===== src/rtl/pllsc_defines.svh =====
// Function
// - Source pin high during reset selects the locked synthesizer, set by the control register.
// - Source pin low during reset disables synthesizer; outside drives the external clock.
// - Divide select bit 0, its reset value, gives system clock a quarter of oscillator.
// - Divide select bit 1 gives system clock half of oscillator frequency.
// - Changing the divide select bit takes effect at once with no relock.
// - A write changing W, or Y in the slow variant, changes oscillator and starts a relock interval.
// - Lock flag shows lock; any comparator input change requires relock.
// - At power-up with the source pin high the chip stays held in reset until the synthesizer locks.
// - Slow variant feedback uses one W bit and six Y bits, up to 256.
// - Slow variant: sys = 4 * ref * (Y+1) * 2^(2W+X).
// - Control register resets to 3f00, giving 8.388 MHz from nominal reference.
// - Fast variant: W multiplies in feedback; Y and X divide output without disturbing lock.
// - Fast variant: sys = ref / 128 * 4 * (Y+1) * 2^(2W+X).
`ifndef PLLSC_DEFINES_SVH
`define PLLSC_DEFINES_SVH

// Register byte offsets
`define PLLSC_OFS_SYNTH   8'h00
`define PLLSC_OFS_ISTAT   8'h04
`define PLLSC_OFS_IEN     8'h08
`define PLLSC_OFS_ICLR    8'h0c
`define PLLSC_OFS_STATUS  8'h10

// Control register fields and reset value
`define PLLSC_W_BIT       15
`define PLLSC_X_BIT       14
`define PLLSC_Y_MSB       13
`define PLLSC_Y_LSB       8
`define PLLSC_LOCK_BIT    3
`define PLLSC_SYNTH_RST   16'h3f00

// Interrupt status bits
`define PLLSC_INT_GAIN    0
`define PLLSC_INT_LOSS    1

// Ratio outputs are f_out / f_ref scaled by 128
`define PLLSC_SLOW_SHIFT  9
`define PLLSC_FAST_SHIFT  2

// Relock time
`define PLLSC_CLK_MHZ      10
`define PLLSC_LOCK_TIME_US 20000
`define PLLSC_LOCK_CYCLES  (`PLLSC_LOCK_TIME_US * `PLLSC_CLK_MHZ)

`define PLLSC_RESP_OKAY   2'h0
`define PLLSC_RESP_SLVERR 2'h2

`endif


===== src/rtl/pllsc_pkg.sv =====
`default_nettype none
package pllsc_pkg;
  typedef enum logic [1:0] {PLLSC_ST_STRAP, PLLSC_ST_HOLD, PLLSC_ST_RUN} pllsc_mode_e;
  typedef logic [23:0] pllsc_ratio_t;
endpackage : pllsc_pkg
`default_nettype wire


===== src/rtl/pllsc_lock_timer.sv =====
`include "pllsc_defines.svh"
`default_nettype none
module pllsc_lock_timer #(
  parameter logic [17:0] LOCK_CYCLES = 18'(`PLLSC_LOCK_CYCLES)
) (
  input  wire logic clk,
  input  wire logic rst,
  input  wire logic enable,
  input  wire logic restart,
  output logic      locked
);
  logic [17:0] cnt;
  logic [17:0] next_cnt;
  logic        next_locked;

  always_comb begin
    next_cnt    = cnt;
    next_locked = locked;
    if (restart || !enable) begin
      next_cnt    = 18'h0;
      next_locked = 1'b0;
    end else if (!locked) begin
      if (cnt >= LOCK_CYCLES - 18'h1) begin
        next_locked = 1'b1;
      end else begin
        next_cnt = cnt + 18'h1;
      end
    end
  end

  always_ff @(posedge clk or posedge rst) begin
    if (rst) begin
      cnt    <= 18'h0;
      locked <= 1'b0;
    end else begin
      cnt    <= next_cnt;
      locked <= next_locked;
    end
  end
endmodule : pllsc_lock_timer
`default_nettype wire


===== src/rtl/pllsc_top.sv =====
`include "pllsc_defines.svh"
`default_nettype none
module pllsc_top #(
  parameter logic [17:0] LOCK_CYCLES = 18'(`PLLSC_LOCK_CYCLES),
  parameter bit          FAST_REF    = 1'b0
) (
  input  wire logic        CORE_CLK,
  input  wire logic        RST,
  input  wire logic        CLOCK_SOURCE_SELECT_PIN,
  input  wire logic [7:0]  AWADDR,
  input  wire logic        AWVALID,
  output logic             AWREADY,
  input  wire logic [31:0] WDATA,
  input  wire logic [3:0]  WSTRB,
  input  wire logic        WVALID,
  output logic             WREADY,
  output logic [1:0]       BRESP,
  output logic             BVALID,
  input  wire logic        BREADY,
  input  wire logic [7:0]  ARADDR,
  input  wire logic        ARVALID,
  output logic             ARREADY,
  output logic [31:0]      RDATA,
  output logic [1:0]       RRESP,
  output logic             RVALID,
  input  wire logic        RREADY,
  output logic             PLL_ENABLE,
  output logic             EXTERNAL_CLOCK_INPUT_MODE,
  output logic             SYS_DIV_HALF,
  output logic [23:0]      SYS_RATIO,
  output logic [23:0]      VCO_RATIO,
  output logic             LOCK_FLAG_BIT,
  output logic             CHIP_RESET_HOLD,
  output logic             IRQ
);
  ////////////////////////////////////////////////////////////////////////////
  // Strap pin synchroniser, no reset so it samples while RST is high
  logic sel_meta;
  logic sel_sync;
  always_ff @(posedge CORE_CLK) begin
    sel_meta <= CLOCK_SOURCE_SELECT_PIN;
    sel_sync <= sel_meta;
  end

  ////////////////////////////////////////////////////////////////////////////
  // Power-up sequencing
  pllsc_pkg::pllsc_mode_e state;
  pllsc_pkg::pllsc_mode_e next_state;
  logic pll_sel;
  logic next_pll_sel;
  logic por_hold;
  logic next_por_hold;
  logic locked;

  always_comb begin
    next_state   = state;
    next_pll_sel = pll_sel;
    unique case (state)
      pllsc_pkg::PLLSC_ST_STRAP: begin
        next_pll_sel = sel_sync;
        next_state   = pllsc_pkg::PLLSC_ST_HOLD;
      end
      pllsc_pkg::PLLSC_ST_HOLD: begin
        if (!pll_sel || locked) begin
          next_state = pllsc_pkg::PLLSC_ST_RUN;
        end
      end
      pllsc_pkg::PLLSC_ST_RUN: begin
        next_state = pllsc_pkg::PLLSC_ST_RUN;
      end
    endcase
    next_por_hold = (next_state != pllsc_pkg::PLLSC_ST_RUN);
  end

  always_ff @(posedge CORE_CLK or posedge RST) begin
    if (RST) begin
      state    <= pllsc_pkg::PLLSC_ST_STRAP;
      pll_sel  <= 1'b0;
      por_hold <= 1'b1;
    end else begin
      state    <= next_state;
      pll_sel  <= next_pll_sel;
      por_hold <= next_por_hold;
    end
  end

  logic pll_on;
  assign pll_on                    = pll_sel && (state != pllsc_pkg::PLLSC_ST_STRAP);
  assign PLL_ENABLE                = pll_on;
  assign EXTERNAL_CLOCK_INPUT_MODE = !pll_sel && (state != pllsc_pkg::PLLSC_ST_STRAP);
  assign CHIP_RESET_HOLD           = por_hold;

  ////////////////////////////////////////////////////////////////////////////
  // AXI4-Lite slave
  logic        aw_held;
  logic [7:0]  aw_addr;
  logic        w_held;
  logic [31:0] w_data;
  logic [3:0]  w_strb;
  logic        bvalid;
  logic [1:0]  bresp;
  logic        rvalid;
  logic [31:0] rdata;
  logic [1:0]  rresp;
  logic        next_aw_held;
  logic [7:0]  next_aw_addr;
  logic        next_w_held;
  logic [31:0] next_w_data;
  logic [3:0]  next_w_strb;
  logic        next_bvalid;
  logic [1:0]  next_bresp;
  logic        next_rvalid;
  logic [31:0] next_rdata;
  logic [1:0]  next_rresp;
  logic        do_write;

  logic [15:0] ctrl;
  logic [1:0]  istat;
  logic [1:0]  ien;

  assign AWREADY  = !aw_held && !bvalid;
  assign WREADY   = !w_held && !bvalid;
  assign ARREADY  = !rvalid;
  assign BVALID   = bvalid;
  assign BRESP    = bresp;
  assign RVALID   = rvalid;
  assign RDATA    = rdata;
  assign RRESP    = rresp;
  assign do_write = aw_held && w_held && !bvalid;

  always_comb begin
    next_aw_held = aw_held;
    next_aw_addr = aw_addr;
    next_w_held  = w_held;
    next_w_data  = w_data;
    next_w_strb  = w_strb;
    next_bvalid  = bvalid;
    next_bresp   = bresp;
    next_rvalid  = rvalid;
    next_rdata   = rdata;
    next_rresp   = rresp;
    if (AWVALID && AWREADY) begin
      next_aw_held = 1'b1;
      next_aw_addr = AWADDR;
    end
    if (WVALID && WREADY) begin
      next_w_held = 1'b1;
      next_w_data = WDATA;
      next_w_strb = WSTRB;
    end
    if (do_write) begin
      next_aw_held = 1'b0;
      next_w_held  = 1'b0;
      next_bvalid  = 1'b1;
      unique case (aw_addr)
        `PLLSC_OFS_SYNTH, `PLLSC_OFS_IEN, `PLLSC_OFS_ICLR: next_bresp = `PLLSC_RESP_OKAY;
        default: next_bresp = `PLLSC_RESP_SLVERR;
      endcase
    end
    if (bvalid && BREADY) begin
      next_bvalid = 1'b0;
    end
    if (ARVALID && ARREADY) begin
      next_rvalid = 1'b1;
      next_rresp  = `PLLSC_RESP_OKAY;
      unique case (ARADDR)
        `PLLSC_OFS_SYNTH: begin
          next_rdata = {16'h0, ctrl[15:8], 4'h0, locked, 3'h0};
        end
        `PLLSC_OFS_ISTAT:  next_rdata = {30'h0, istat};
        `PLLSC_OFS_IEN:    next_rdata = {30'h0, ien};
        `PLLSC_OFS_ICLR:   next_rdata = 32'h0;
        `PLLSC_OFS_STATUS: next_rdata = {29'h0, por_hold, locked, pll_sel};
        default: begin
          next_rdata = 32'h0;
          next_rresp = `PLLSC_RESP_SLVERR;
        end
      endcase
    end else if (rvalid && RREADY) begin
      next_rvalid = 1'b0;
    end
  end

  always_ff @(posedge CORE_CLK or posedge RST) begin
    if (RST) begin
      aw_held <= 1'b0;
      aw_addr <= 8'h0;
      w_held  <= 1'b0;
      w_data  <= 32'h0;
      w_strb  <= 4'h0;
      bvalid  <= 1'b0;
      bresp   <= 2'h0;
      rvalid  <= 1'b0;
      rdata   <= 32'h0;
      rresp   <= 2'h0;
    end else begin
      aw_held <= next_aw_held;
      aw_addr <= next_aw_addr;
      w_held  <= next_w_held;
      w_data  <= next_w_data;
      w_strb  <= next_w_strb;
      bvalid  <= next_bvalid;
      bresp   <= next_bresp;
      rvalid  <= next_rvalid;
      rdata   <= next_rdata;
      rresp   <= next_rresp;
    end
  end

  ////////////////////////////////////////////////////////////////////////////
  // Control register, relock request and frequency ratios
  logic [15:0] next_ctrl;
  logic        relock;
  logic [23:0] next_sys_ratio;
  logic [23:0] next_vco_ratio;
  logic [23:0] sys_ratio;
  logic [23:0] vco_ratio;
  logic        wr_ctrl;
  logic        w_chg;
  logic        y_chg;

  assign wr_ctrl = do_write && (aw_addr == `PLLSC_OFS_SYNTH) && w_strb[1];

  always_comb begin
    next_ctrl = ctrl;
    if (wr_ctrl) begin
      // Lock flag lives in the low byte and is never stored
      next_ctrl[15:8] = w_data[15:8];
    end
    w_chg  = next_ctrl[`PLLSC_W_BIT] != ctrl[`PLLSC_W_BIT];
    y_chg  = next_ctrl[`PLLSC_Y_MSB:`PLLSC_Y_LSB] != ctrl[`PLLSC_Y_MSB:`PLLSC_Y_LSB];
    // Fast variant keeps Y outside the loop, so only W disturbs lock
    relock = pll_on && (w_chg || (!FAST_REF && y_chg));
    next_sys_ratio = 24'h0;
    if (pll_on) begin
      next_sys_ratio = {17'h0, 7'(next_ctrl[`PLLSC_Y_MSB:`PLLSC_Y_LSB]) + 7'h1}
        << ((FAST_REF ? `PLLSC_FAST_SHIFT : `PLLSC_SLOW_SHIFT)
            + 2 * next_ctrl[`PLLSC_W_BIT] + next_ctrl[`PLLSC_X_BIT]);
    end
    // X sits after the loop: oscillator is 4x or 2x the system clock
    next_vco_ratio = next_ctrl[`PLLSC_X_BIT] ? {next_sys_ratio[22:0], 1'b0}
                                             : {next_sys_ratio[21:0], 2'b0};
  end

  always_ff @(posedge CORE_CLK or posedge RST) begin
    if (RST) begin
      ctrl      <= `PLLSC_SYNTH_RST;
      sys_ratio <= 24'h0;
      vco_ratio <= 24'h0;
    end else begin
      ctrl      <= next_ctrl;
      sys_ratio <= next_sys_ratio;
      vco_ratio <= next_vco_ratio;
    end
  end

  assign SYS_DIV_HALF  = ctrl[`PLLSC_X_BIT];
  assign SYS_RATIO     = sys_ratio;
  assign VCO_RATIO     = vco_ratio;
  assign LOCK_FLAG_BIT = locked;

  pllsc_lock_timer #(
    .LOCK_CYCLES (LOCK_CYCLES)
  ) u_lock (
    .clk     (CORE_CLK),
    .rst     (RST),
    .enable  (pll_on),
    .restart (relock),
    .locked  (locked)
  );

  ////////////////////////////////////////////////////////////////////////////
  // Interrupts: lock gained and lock lost
  logic       locked_d;
  logic [1:0] next_istat;
  logic [1:0] next_ien;
  logic [1:0] iset;
  logic [1:0] iclr;

  always_comb begin
    iset                   = 2'h0;
    iset[`PLLSC_INT_GAIN]  = locked && !locked_d;
    iset[`PLLSC_INT_LOSS]  = !locked && locked_d;
    iclr                   = 2'h0;
    if (do_write && aw_addr == `PLLSC_OFS_ICLR && w_strb[0]) begin
      iclr = w_data[1:0];
    end
    // A new event beats a clear in the same cycle
    next_istat = (istat & ~iclr) | iset;
    next_ien   = ien;
    if (do_write && aw_addr == `PLLSC_OFS_IEN && w_strb[0]) begin
      next_ien = w_data[1:0];
    end
  end

  always_ff @(posedge CORE_CLK or posedge RST) begin
    if (RST) begin
      locked_d <= 1'b0;
      istat    <= 2'h0;
      ien      <= 2'h0;
    end else begin
      locked_d <= locked;
      istat    <= next_istat;
      ien      <= next_ien;
    end
  end

  assign IRQ = |(istat & ien);

  logic ctrl_written;
  always_ff @(posedge CORE_CLK or posedge RST) begin
    if (RST) begin
      ctrl_written <= 1'b0;
    end else if (wr_ctrl) begin
      ctrl_written <= 1'b1;
    end
  end
endmodule : pllsc_top
`default_nettype wire


===== config.mk =====
export PLATFORM = sky130hd
export DESIGN_NAME = pllsc_top
export DESIGN_NICKNAME = d
export VERILOG_FILES = /design/src/rtl/pllsc_pkg.sv /design/src/rtl/pllsc_lock_timer.sv /design/src/rtl/pllsc_top.sv
export VERILOG_INCLUDE_DIRS = /design/src /design/src/rtl
export SDC_FILE = /design/constraint.sdc
export NUM_CORES = 1
export LEC_CHECK = 0
export BUFFER_PORTS_ARGS = -buffer_cell sky130_fd_sc_hd__buf_2
export CAP_MARGIN = 20
export CORE_ASPECT_RATIO = 0.8
export CORE_UTILIZATION = 28
export CTS_BUF_LIST = sky130_fd_sc_hd__clkbuf_16
export DETAILED_ROUTE_END_ITERATION = 7
export GPL_TIMING_DRIVEN = 1
export SLEW_MARGIN = 20
export SYNTH_ARGS = -nofsm -noshare
export SYNTH_HDL_FRONTEND = slang
export SYNTH_SLANG_ARGS = --single-unit

===== constraint.sdc =====
create_clock -name CORE_CLK -period 8.2 [get_ports CORE_CLK]
set_input_delay 2.46 -clock CORE_CLK [delete_from_list [all_inputs] [get_ports CORE_CLK]]
set_output_delay 2.46 -clock CORE_CLK [all_outputs]
set_load 0.01 [all_outputs]

Yosys cells after proc, flatten, opt, wreduce, memory -nomap -nowiden
Cells that the tools add are included.
- $add $sub $neg: 4
- $lt $le $gt $ge: 1
- equality and inequality tests: 13
- shift-type cells: 1
- muxes and demuxes: 23
- bitwise operators: 4
- reduce and logical (&&, ||, !) cells: 43
- operators with widths (operator ; number):
    $pmux W16 S4 ; 1
    $mux W18 ; 3
    $mux W24 ; 2
    $eq A8 B4 Y1 const B ; 4
    $shl A7 B6 Y24 ; 1
    $logic_and A1 B1 Y1 ; 20
    $add A18 B1 Y18 const B ; 1
    $ge A18 B18 Y1 const B ; 1
    $logic_not A8 Y1 ; 2
    $mux W1 ; 11
    $reduce_bool A2 Y1 ; 5
    $eq A8 B3 Y1 const B ; 1
    $eq A8 B5 Y1 const B ; 1
    $logic_not A1 Y1 ; 8
    $mux W2 ; 4
    $mux W8 ; 1
    $add A6 B1 Y7 const B ; 1
    $add A5 B1 Y6 ; 1
    $ne A6 B6 Y1 ; 1
    $pmux W2 S3 ; 1
    $add A4 B2 Y5 const A ; 1
    $reduce_or A5 Y1 ; 1
    $and A2 B2 Y2 ; 2
    $ne A2 B2 Y1 const B ; 2
    11 further kinds ; 13
- flip-flop bits (word level): 152
- input bits: 60
- output and inout port bits: 95
- word-level logic and storage cells: 112

Longest topological paths before layout
Gate-level depths: netlist (run 1).
- depth after elaboration: 11
- mapped depth: 14

Cells and area by module
From an unflattened synthesis (run 1), not the netlist that was laid out.
- cell total of the unflattened synthesis: 564
- area total of the unflattened synthesis: 5667.9 um^2
- modules (own cells, without submodules) (module ; instances ; cells each ; area an instance (um^2) ; sequential area each (um^2)):
    pllsc_top ; 1 ; 446 ; 4575.6 ; 2150.8
    pllsc_lock_timer ; 1 ; 118 ; 1092.3 ; 475.5

Least setup slack after synthesis (run 1)
No wires, ideal clock.
- path type: input port to flip-flop
- start: input port ARADDR[0]
- end: register rdata[10], in the netlist RDATA[10]
- library setup time: 0.068 ns
- arrival: 3.991 ns
- required time: 8.132 ns
- slack: 4.140 ns
- stages: 4
- path through: or4_1 -> or3_1 -> nor4_2 -> a22o_1
- word-level cells in the longest chain between the ends: 2
- RTL lines (element ; line ; RTL):
    start: declaration ; pllsc_top.sv:20 ; input wire logic [7:0] ARADDR,
    $eq A8 B5 Y1, or another cell as far along ; pllsc_top.sv:166 ; unique case (ARADDR)
    $pmux W16 S4 * ; pllsc_top.sv:166 ;
    end signal: assignment ; pllsc_top.sv:205 ; rdata <= next_rdata;
    end: declaration ; pllsc_top.sv:103 ; logic [31:0] rdata;
Mark *: on every way between the ends. The rest lies on a longest branch, timed or not.
A chain may end at the register's enable or synchronous reset.

Worst setup path in the final report (run 1)
- start: register state[1]
- end: output port PLL_ENABLE
- word-level cells in the longest chain between the ends: 2
- RTL lines (element ; line ; RTL):
    start: declaration ; pllsc_top.sv:47 ; pllsc_pkg::pllsc_mode_e state;
    start signal: assignment ; pllsc_top.sv:77 ; state <= pllsc_pkg::PLLSC_ST_STRAP;
    start signal: assignment ; pllsc_top.sv:81 ; state <= next_state;
    $reduce_bool A2 Y1 ; pllsc_top.sv:88 ; assign pll_on = pll_sel && (state != pllsc_pkg::PLLSC_ST_STRAP);
    $logic_and A1 B1 Y1 ; pllsc_top.sv:88 ;
    end: declaration ; pllsc_top.sv:27 ; output logic PLL_ENABLE,
Every way passes these cells.

==> results of run 1 <==
[metrics by stage]
stage | std cells | hold slack, ns | setup slack, ns
after floorplan | 626 | 0.310 | 3.05
after global placement | 908 | 0.311 | 3.78
after detailed placement | 908 | 0.313 | 3.77
after CTS | 924 | 0.332 | 3.56
after global routing | 924 | 0.344 | 3.28
final | 924 | 0.329 | 3.57
[worst max-delay path, stage by stage (launching register included)]
cell and delay (ns):
dfrtp_1 0.39, inv_1 0.10, ha_1 0.19, nand2b_1 0.47, clkinv_1 0.40, buf_2 0.25
[metal layers]
layer,vias up,share of wire,track usage
li1,2160,-,-
met1,2123,0.51,0.198
met2,147,0.41,0.185
met3,12,0.070,0.0420
met4,0,0.0099,0.0330
met5,-,0,0
[cell families (layout without fill, tap and decap cells)]
family                   after synthesis  after routing
AND/OR/NAND/NOR                      205            205
AO/OA/AOI/OAI                        115            115
flip-flops                           105            105
buffers and inverters                 94            128
multiplexers                          37             37
XOR/XNOR                              23             23
adder cells (fa/ha/maj)                6              6
other                                  1             41
[how the worst min path moves through the flow]
stage | startpoint | endpoint | slack, ns | cells past startpoint
finish | sel_meta | sel_sync | 0.33 | 0
global route | sel_meta | sel_sync | 0.34 | 0
CTS | sel_meta | sel_sync | 0.33 | 0
detailed placement | sel_meta | sel_sync | 0.31 | 0
global placement | sel_meta | sel_sync | 0.31 | 0
floorplan | sel_meta | sel_sync | 0.31 | 0
[power by group through the flow]
stage | sequential [W] | combinational (W) | clock (W)
final | 0.000707 | 0.000378 | 0.000449
after global placement | 0.000713 | 0.000369 | 0
after global routing | 0.000723 | 0.000417 | 0.000482
after floorplan | 0.000642 | 0.000359 | 0
after CTS | 0.000706 | 0.000378 | 0.000463
after detailed placement | 0.000716 | 0.000377 | 0
[synth_stat cells, types with 11 or more instances]
master and number:
buf_4 42, o21ai_0 22, nand3_1 22, mux2_2 21, xor2_1 14, and3_1 11
clkbuf_1 26, inv_1 16, dfrtp_1 96, mux2i_1 14, a21oi_1 19, nand2_1 51
a22o_1 13, nor2_1 44
[layout make-up]
type	count	area share
Multi-Input combinational cell	427	0.421
Sequential cell	105	0.399
Timing Repair Buffer	93	0.0722
Tap cell	264	0.0502
Clock buffer	9	0.0342
Clock inverter	7	0.0122
Inverter	19	0.0112
[state kept, by name, indices dropped and copies added (netlist names), 8 cells and up]
register	cells
u_lock.cnt	18
aw_addr	8
SYS_RATIO	14
RDATA	12
ctrl	8
w_data	10
VCO_RATIO	15
==> impl_metrics.csv, run 1 <==
group,metric,value,unit
sta,relSlewSlack,0.368,
finish,stdcell_area,6590,um2
power_and_ir_drop,p_sw_frac,0.349,
routing,viasPerCell,4.81,
critical_path,reg2reg_from,"aw_addr[0]",
sta,finalSetupViolations,0,
synth,synthCells,586,
synth,synth-compound-area-share,0.141,
synth,synth_top_area_frac,0.414,
global_route,grt_usage,0.133,
critical_path,critPathLaunch,"state[1]",
power_and_ir_drop,p_total,0.00153,W
synth,synthXorXnorAreaFrac,0.0347,
synth,yosysSeqAreaShare,0.453,
synth,synthFlopType,"dfrtp_1",
placed_design,place_area,6280,um2
synth,syn_area_per_cell,9.90,um2
synth,synth.area.top_cells,"dfrtp_1 (41%), buf_4 (5.4%), mux2_2 (4.1%), nand2_1 (3.3%), dfstp_2 (3.2%)",
critical_path,start_kind,"flop",
clock_tree,post-cts-setup-buffer-count,0,
synth,synthSimpleGateAreaFrac,0.190,
synth,muxShareOfSynthArea,0.0720,
finish,final_nets,721,
critical_path,path_max_fanout,11,
placed_design,finalWeightedCongestion,0.879,
sta,rsz0062_at_grt,"no",
sta,finalHoldViolCount,0,
global_route,antenna_found_initial,0,
finish,register_area,2630,um2
clock_tree,cts_buffers,9,
die,design.core.area,20100,um2
die,die_y,131,um
clock_tree,cts_tree,"built",
synth,yosys.area.top_type,"dfrtp_1",
critical_path,rrSetupSlack,3.74,ns
critical_path,required,5.74,ns
clock_tree,clk_latency,0.36,ns
synth,synth_top_family_by_area,"simple AND/OR/NAND/NOR gates",
clock_tree,path_clk_slew,0.08,ns
global_route,grt_max_degree,66,
routing,vias,4442,
global_route,first_global_vias,3933,
die,initial_core_util,0.289,
synth,yosys.area_share.adder,0.0129,
placed_design,io_buffer_count,89,
finish,mostFrequentLayoutCell,"dfrtp_1",
synth,yosysUniqueCellTypes,79,
sta,fmax,216,MHz
synth,ys_warn_count,0,
clock_tree,clock_sinks,105,
finish,synthToLayoutAreaGrowth,13.5,%
routing,wl_per_cell,15.0,um
finish,final.fill_count,2087,
min_path,min_path_type,"reg2reg",
routing,drc,0,
die,die_x,163,um
global_route,grt-ovfl-total,0,
finish,fin_util,0.328,
die,die-area,21300,um2
global_route,grt_pass1_wl,21.8,mm
critical_path,r2r_cells,10,
synth,synth_edf_count,0,
clock_tree,cts_hold_buffers,0,
clock_tree,cts-root-buf,"clkbuf_16",
outcome,status,"completed",
routing,drtIter0Drc,259,
sta,layout_min_cycle_time,4.63,ns
job,max_cap_violations,0,
critical_path,cp-endpoint,"PLL_ENABLE",
sta,fin_crit_sh,0.565,
power_and_ir_drop,pwr-share-seq,0.461,
placed_design,hpwlAfterDp,10.1,mm
power_and_ir_drop,p_clk_frac,0.292,
finish,drive_gt1_frac,0.239,
die,pin_count,155,
power_and_ir_drop,p_per_area,233,nW/um2
sta,skew,0.0121,ns
critical_path,worstPathArrival,2.17,ns
power_and_ir_drop,peakVddDrop,143,uV
routing,wl,13.9,mm
clock_tree,htreeDepth,3,
sta,setup_tns,0,ns
sta,slew_violations,0,
critical_path,crit_type,"reg2out",
power_and_ir_drop,p_int,0.000999,W
synth,synth-seq-cells,105,
sta,tightest_slew,0.948,ns
power_and_ir_drop,p_leak,3.03,nW
finish,antenna_cells,0,
critical_path,r2r-end,"VCO_RATIO[16]",
clock_tree,post_cts_resized,0,
routing,firstDrtPassIters,5,
synth,netlist_area,5800,um2
finish,multiInputGateArea,2780,um2
critical_path,endpoint_kind,"output pin",
synth,synthArstFlopShare,0.981,
power_and_ir_drop,power_frac_comb,0.247,
clock_tree,clock_path_buffers,2,
die,row_count,46,
power_and_ir_drop,switchingPower,0.000535,W
routing,antenna_violating_nets_post_route,0,
finish,mostFrequentLayoutCells,"dfrtp_1 (96), buf_2 (89), nand2_1 (51), nor2_1 (44), conb_1 (41)",
(Power assumes the default switching activity.)
==> run 2, diff against run 1 <==
==> constraint.sdc (replaced) <==
create_clock -name CORE_CLK -period 4.4 [get_ports CORE_CLK]
set_input_delay 1.32 -clock CORE_CLK [delete_from_list [all_inputs] [get_ports CORE_CLK]]
set_output_delay 1.32 -clock CORE_CLK [all_outputs]
set_load 0.01 [all_outputs]
==> run 2 against run 1 <==
Setup slack got worse by 2.8 ns. Sequential cell count unchanged. Critical endpoint is now VCO_RATIO[18]. Sequential share of layout area shrank 0.45 points. Combinational power is 90% higher. Total power rose by 89%. Non-clock buffer count rose by 6. Critical path depth up 6.
==> impl_metrics.csv, run 2 (synthesis results as in run 1) <==
group,metric,value,unit
placed_design,finalWeightedCongestion,0.879,
finish,antenna_cells,0,
power_and_ir_drop,p_sw_frac,0.351,
critical_path,cp_slowest_cell,"mux4_1",
die,die_x,163,um
clock_tree,post_cts_resized,0,
finish,synthToLayoutAreaGrowth,14.8,%
placed_design,pre_cts_slack,0.859,ns
sta,finalSetupViolations,0,
outcome,status,"completed",
global_route,antenna_found_initial,0,
die,initial_core_util,0.289,
finish,mostFrequentLayoutCells,"dfrtp_1 (96), buf_2 (89), nand2_1 (51), nor2_1 (44), conb_1 (41)",
sta,rsz0062_at_grt,"no",
global_route,grt_pass1_wl,22.3,mm
clock_tree,cts-root-buf,"clkbuf_16",
power_and_ir_drop,p_total,0.00291,W
sta,fin_crit_sh,0.814,
clock_tree,cts_hold_buffers,0,
sta,tightest_slew,0.835,ns
power_and_ir_drop,pwr-share-seq,0.452,
sta,worst_slack,0.818,ns
die,row_count,46,
clock_tree,post-cts-setup-buffer-count,0,
sta,setup_tns,0,ns
sta,relSlewSlack,0.444,
power_and_ir_drop,switchingPower,0.00102,W
finish,drive_gt1_frac,0.246,
placed_design,hpwlAfterDp,10.4,mm
clock_tree,htreeDepth,3,
routing,firstDrtPassIters,5,
die,design.core.area,20100,um2
finish,final_nets,727,
placed_design,dp_cells,914,
power_and_ir_drop,power_frac_comb,0.247,
global_route,first_global_vias,3989,
global_route,grt_usage,0.136,
clock_tree,clock_path_buffers,2,
sta,skew,0.0184,ns
clock_tree,path_clk_slew,0.08,ns
clock_tree,cts_tree,"built",
routing,wl,14.2,mm
die,pin_count,155,
routing,antenna_violating_nets_post_route,0,
placed_design,io_buffer_count,89,
power_and_ir_drop,p_leak,3.08,nW
critical_path,endpoint_kind,"flop",
clock_tree,cts_buffers,9,
die,die-area,21300,um2
finish,largest_reg_flops,18,
finish,layoutNonFillerInstCount,930,
sta,finalHoldViolCount,0,
routing,drtIter0Drc,347,
min_path,min_path_type,"reg2reg",
job,max_cap_violations,0,
finish,mostFrequentLayoutCell,"dfrtp_1",
sta,layout_min_cycle_time,3.58,ns
global_route,grt-ovfl-total,0,
sta,slew_violations,0,
critical_path,crit_type,"reg2reg",
power_and_ir_drop,p_int,0.00189,W
clock_tree,clk_latency,0.37,ns
finish,top_register,"u_lock.cnt",
power_and_ir_drop,peakVddDrop,287,uV
routing,wl_per_cell,15.2,um
critical_path,start_kind,"flop",
critical_path,required,4.65,ns
die,die_y,131,um
critical_path,critical_path.max_stage_delay,0.53,ns
routing,viasPerCell,4.84,
sta,fmax,279,MHz
critical_path,path_max_fanout,9,
routing,vias,4497,
power_and_ir_drop,p_clk_frac,0.301,
routing,drc,0,
clock_tree,clock_sinks,105,
critical_path,cp_cell_sequence,"nor4_2 > nand4_2 > mux2i_1 > inv_1 > ha_1 > xnor2_1 > nor2_1 > or2_2 > mux4_1 > nand2_1 > o22ai_1",
global_route,grt_max_degree,65,
critical_path,worstPathArrival,3.83,ns
power_and_ir_drop,p_per_area,436,nW/um2
[run 2: changes by cell type in the layout (fill, tap and decap cells not counted), sizes merged]
cell      before  now
buf           93   99
inv           20   21
clkinv         3    4
clkinvlp       2    0
[run 2: cell type report]
cell class,instances,area (um2)
Tap cell,264,330
Clock inverter,7,103
Timing Repair Buffer,99,533
Sequential cell,105,2630
Clock buffer,9,225
Fill cell,2073,13400
Inverter,19,73.8
Multi-Input combinational cell,427,2770
[run 2: final timing paths]
| check | startpoint | to | slack (ns) | depth (start not counted) |
|---|---|---|---|---|
| max | aw_addr[0] | VCO_RATIO[18] | 0.82 | 11 |
| min reg2reg | sel_meta | sel_sync | 0.33 | 0 |
| min in group asynchronous | RST | w_strb[0] | 1.10 | 2 |
| min | sel_meta | sel_sync | 0.33 | 0 |
| max reg2reg | aw_addr[0] | VCO_RATIO[18] | 0.82 | 11 |
| max in group asynchronous | RST | VCO_RATIO[22] | 2.61 | 3 |
[run 2: power by group through the flow]
stage / Clock [W] / Combinational, W / Sequential [W]
floorplan: 0 / 0.000668 / 0.00120
global placement: 0 / 0.000704 / 0.00132
detailed placement: 0 / 0.000714 / 0.00133
CTS: 0.000904 / 0.000719 / 0.00131
global route: 0.000941 / 0.000797 / 0.00134
finish: 0.000875 / 0.000718 / 0.00131
[run 2: per-stage QoR]
stage / utilization / hold slack, ns / area, um2
floorplan: - / 0.310 / 5950
CTS: 0.332 / 0.338 / 6660
global route: 0.332 / 0.342 / 6660
global placement: 0.315 / 0.312 / 6330
detailed placement: 0.315 / 0.316 / 6330
finish: 0.332 / 0.334 / 6660
[run 2: metal layers]
| layer | GRT usage | share of wire | vias up | routed length, um |
|---|---|---|---|---|
| li1 | - | - | 2172 | - |
| met1 | 0.209 | 0.52 | 2155 | 7330 |
| met2 | 0.184 | 0.41 | 161 | 5780 |
| met3 | 0.0341 | 0.062 | 9 | 879 |
| met4 | 0.0401 | 0.012 | 0 | 164 |
| met5 | 0 | 0 | - | 0 |
[run 2: critical path, delay by kind of cell (launching register included)]
family                   cells  cell delay, ns
adder cells (fa/ha/maj)      1            0.36
XOR/XNOR                     1            0.28
AND/OR/NAND/NOR              5            1.24
AO/OA/AOI/OAI                1            0.09
buffers and inverters        1            0.17
multiplexers                 2            0.93
flip-flops                   1            0.41
==> run 3, diff against run 2 <==
==> constraint.sdc (replaced) <==
create_clock -name CORE_CLK -period 3.05 [get_ports CORE_CLK]
set_input_delay 0.915 -clock CORE_CLK [delete_from_list [all_inputs] [get_ports CORE_CLK]]
set_output_delay 0.915 -clock CORE_CLK [all_outputs]
set_load 0.01 [all_outputs]
==> run 3 against run 2 <==
Sequential cell count is the same. Clock skew decreased by 0.0066 ns. Fmax up 21%. Largest cell class unchanged. Critical endpoint is now VCO_RATIO[12]. Register-to-register slack worse by 0.73 ns. Critical path type unchanged. Non-clock buffer count grew 40. Largest power group unchanged. Final cell count rose by 4.3%. Clock power up 35%. First-iteration DRC count increased by 9.8%. Die area stayed put. Setup slack got worse by 0.73 ns. Via count grew 3.2%. Core utilization rose by 2.2 points.
==> impl_metrics.csv, run 3 (synthesis results as in run 1) <==
group,metric,value,unit
global_route,grt_pass1_wl,23.0,mm
placed_design,hpwlAfterDp,11.0,mm
global_route,antenna_found_initial,0,
finish,mostFrequentLayoutCell,"dfrtp_1",
clock_tree,clock_path_buffers,2,
sta,worst_slack,0.0874,ns
sta,skew,0.0117,ns
critical_path,worstPathArrival,3.21,ns
critical_path,critical_path.max_stage_delay,0.42,ns
global_route,first_global_vias,4132,
power_and_ir_drop,p_sw_frac,0.357,
die,die_y,131,um
sta,rsz0062_at_grt,"yes",
routing,drtIter0Drc,381,
power_and_ir_drop,switchingPower,0.00156,W
critical_path,start_kind,"flop",
sta,slew_violations,0,
placed_design,io_buffer_count,89,
routing,vias,4642,
routing,wl_per_cell,14.9,um
critical_path,reg2reg_from,"aw_addr[0]",
critical_path,crit_type,"reg2reg",
sta,finalHoldViolCount,0,
outcome,status,"completed",
finish,top_register,"u_lock.cnt",
min_path,min_from,"sel_meta",
sta,fmax,338,MHz
global_route,grt-ovfl-total,0,
critical_path,cp_cell_sequence,"nor4_4 > nand4_4 > mux2i_2 > inv_2 > ha_4 > xnor2_4 > and2b_2 > mux2i_2 > a21oi_2 > o21a_1 > mux2_4",
routing,firstDrtPassIters,5,
placed_design,finalWeightedCongestion,0.866,
power_and_ir_drop,peakVddDrop,358,uV
power_and_ir_drop,p_per_area,618,nW/um2
finish,fin_util,0.353,
clock_tree,cts-root-buf,"clkbuf_16",
clock_tree,cts_buffers,9,
job,max_cap_violations,0,
power_and_ir_drop,p_clk_frac,0.269,
critical_path,rrSetupSlack,0.09,ns
die,die_x,163,um
routing,viasPerCell,4.79,
finish,final_nets,767,
min_path,min_path_type,"reg2reg",
die,pin_count,155,
finish,antenna_cells,0,
critical_path,required,3.29,ns
global_route,grt_usage,0.141,
power_and_ir_drop,p_int,0.00282,W
die,die-area,21300,um2
global_route,grt_max_degree,31,
min_path,hold_depth,0,
critical_path,cp_common_cell,"mux2i_2",
routing,drc,0,
die,initial_core_util,0.289,
sta,relSlewSlack,0.520,
placed_design,pre_cts_slack,-0.0113,ns
critical_path,r2r-end,"VCO_RATIO[12]",
clock_tree,clock_sinks,105,
finish,mostFrequentLayoutCells,"dfrtp_1 (96), buf_2 (89), nand2_1 (49), buf_4 (46), nor2_1 (42)",
power_and_ir_drop,power_frac_comb,0.310,
critical_path,path_max_fanout,9,
routing,antenna_violating_nets_post_route,0,
clock_tree,clk_latency,0.37,ns
sta,finalSetupViolations,0,
finish,drive_gt1_frac,0.317,
power_and_ir_drop,p_leak,3.25,nW
sta,tightest_slew,0.713,ns
finish,synthToLayoutAreaGrowth,22.3,%
critical_path,r2r_cells,11,
sta,fin_crit_sh,0.971,
die,design.core.area,20100,um2
clock_tree,htreeDepth,3,
power_and_ir_drop,pwr-share-seq,0.421,
sta,layout_min_cycle_time,2.96,ns
critical_path,endpoint_kind,"flop",
critical_path,cp_slowest_cell,"dfrtp_1",
routing,wl,14.5,mm
clock_tree,path_clk_slew,0.08,ns
die,row_count,46,
finish,largest_reg_flops,18,
clock_tree,cts_tree,"built",
sta,setup_tns,0,ns
min_path,hold-path-endpoint,"sel_sync",
run 3: worst max-delay path by stage:
stage                          start       endpoint  depth (start not counted)
final                     aw_addr[0]  VCO_RATIO[12]                         11
after global routing      aw_addr[0]  VCO_RATIO[12]                         11
after CTS                 aw_addr[5]  VCO_RATIO[12]                         13
after detailed placement  aw_addr[0]  VCO_RATIO[18]                         11
after global placement    aw_addr[0]  VCO_RATIO[18]                         11
after floorplan           aw_addr[5]  VCO_RATIO[18]                         13
run 3: through the flow:
| step | hold WS, ns | cells | cell area, um2 | power [W] |
|---|---|---|---|---|
| 3_3_place_gp | 0.320 | 954 | 6710 | 0.00318 |
| 5_1_grt | 0.346 | 970 | 7090 | 0.00466 |
| 4_1_cts | 0.339 | 970 | 7070 | 0.00443 |
| 6_report | 0.334 | 970 | 7090 | 0.00438 |
| 3_5_place_dp | 0.319 | 954 | 6710 | 0.00320 |
| 2_1_floorplan | 0.310 | 626 | 6030 | 0.00275 |
run 3: routing by layer:
| layer | share of wire | vias to the layer above | global-route usage | wire length [um] |
|---|---|---|---|---|
| met1 | 0.50 | 2236 | 0.216 | 7230 |
| li1 | - | 2258 | - | - |
| met4 | 0.0097 | 0 | 0.0396 | 140 |
| met3 | 0.068 | 7 | 0.0328 | 983 |
| met2 | 0.42 | 141 | 0.194 | 6120 |
| met5 | 0 | - | 0 | 0 |
run 3: layout make-up:
class | instances | area (um2)
repair buffers | 139 | 853
flip-flops and latches | 105 | 2630
inverters | 19 | 75.1
clock inverters | 7 | 78.8
fillers | 2020 | 13000
clock buffers | 9 | 225
well taps | 264 | 330
multi-input cells | 427 | 2910
run 3: worst max-delay path, delay by kind of cell, from the launching register on:
kind,cells,cell delay [ns]
compound gates,2,0.33
buf+inv,1,0.10
mux,3,0.72
simple gates,3,0.83
flops,1,0.42
xor+xnor,1,0.20
fa+ha+maj,1,0.24
run 3: power groups by stage:
stage          logic (W)  registers, W  clock network (W)
3_5_place_dp     0.00133       0.00187                  0
5_1_grt          0.00150       0.00188            0.00127
3_3_place_gp     0.00131       0.00187                  0
6_report         0.00136       0.00185            0.00118
2_1_floorplan    0.00102       0.00174                  0
4_1_cts          0.00136       0.00185            0.00123
run 3: what timing repair did:
item,CTS,global route
setup endpoints to repair,5,20
gates resized for setup,11,7
pin swaps,3,2
hold buffers,0,0
buffers inserted,0,0
hold endpoints to repair,0,0
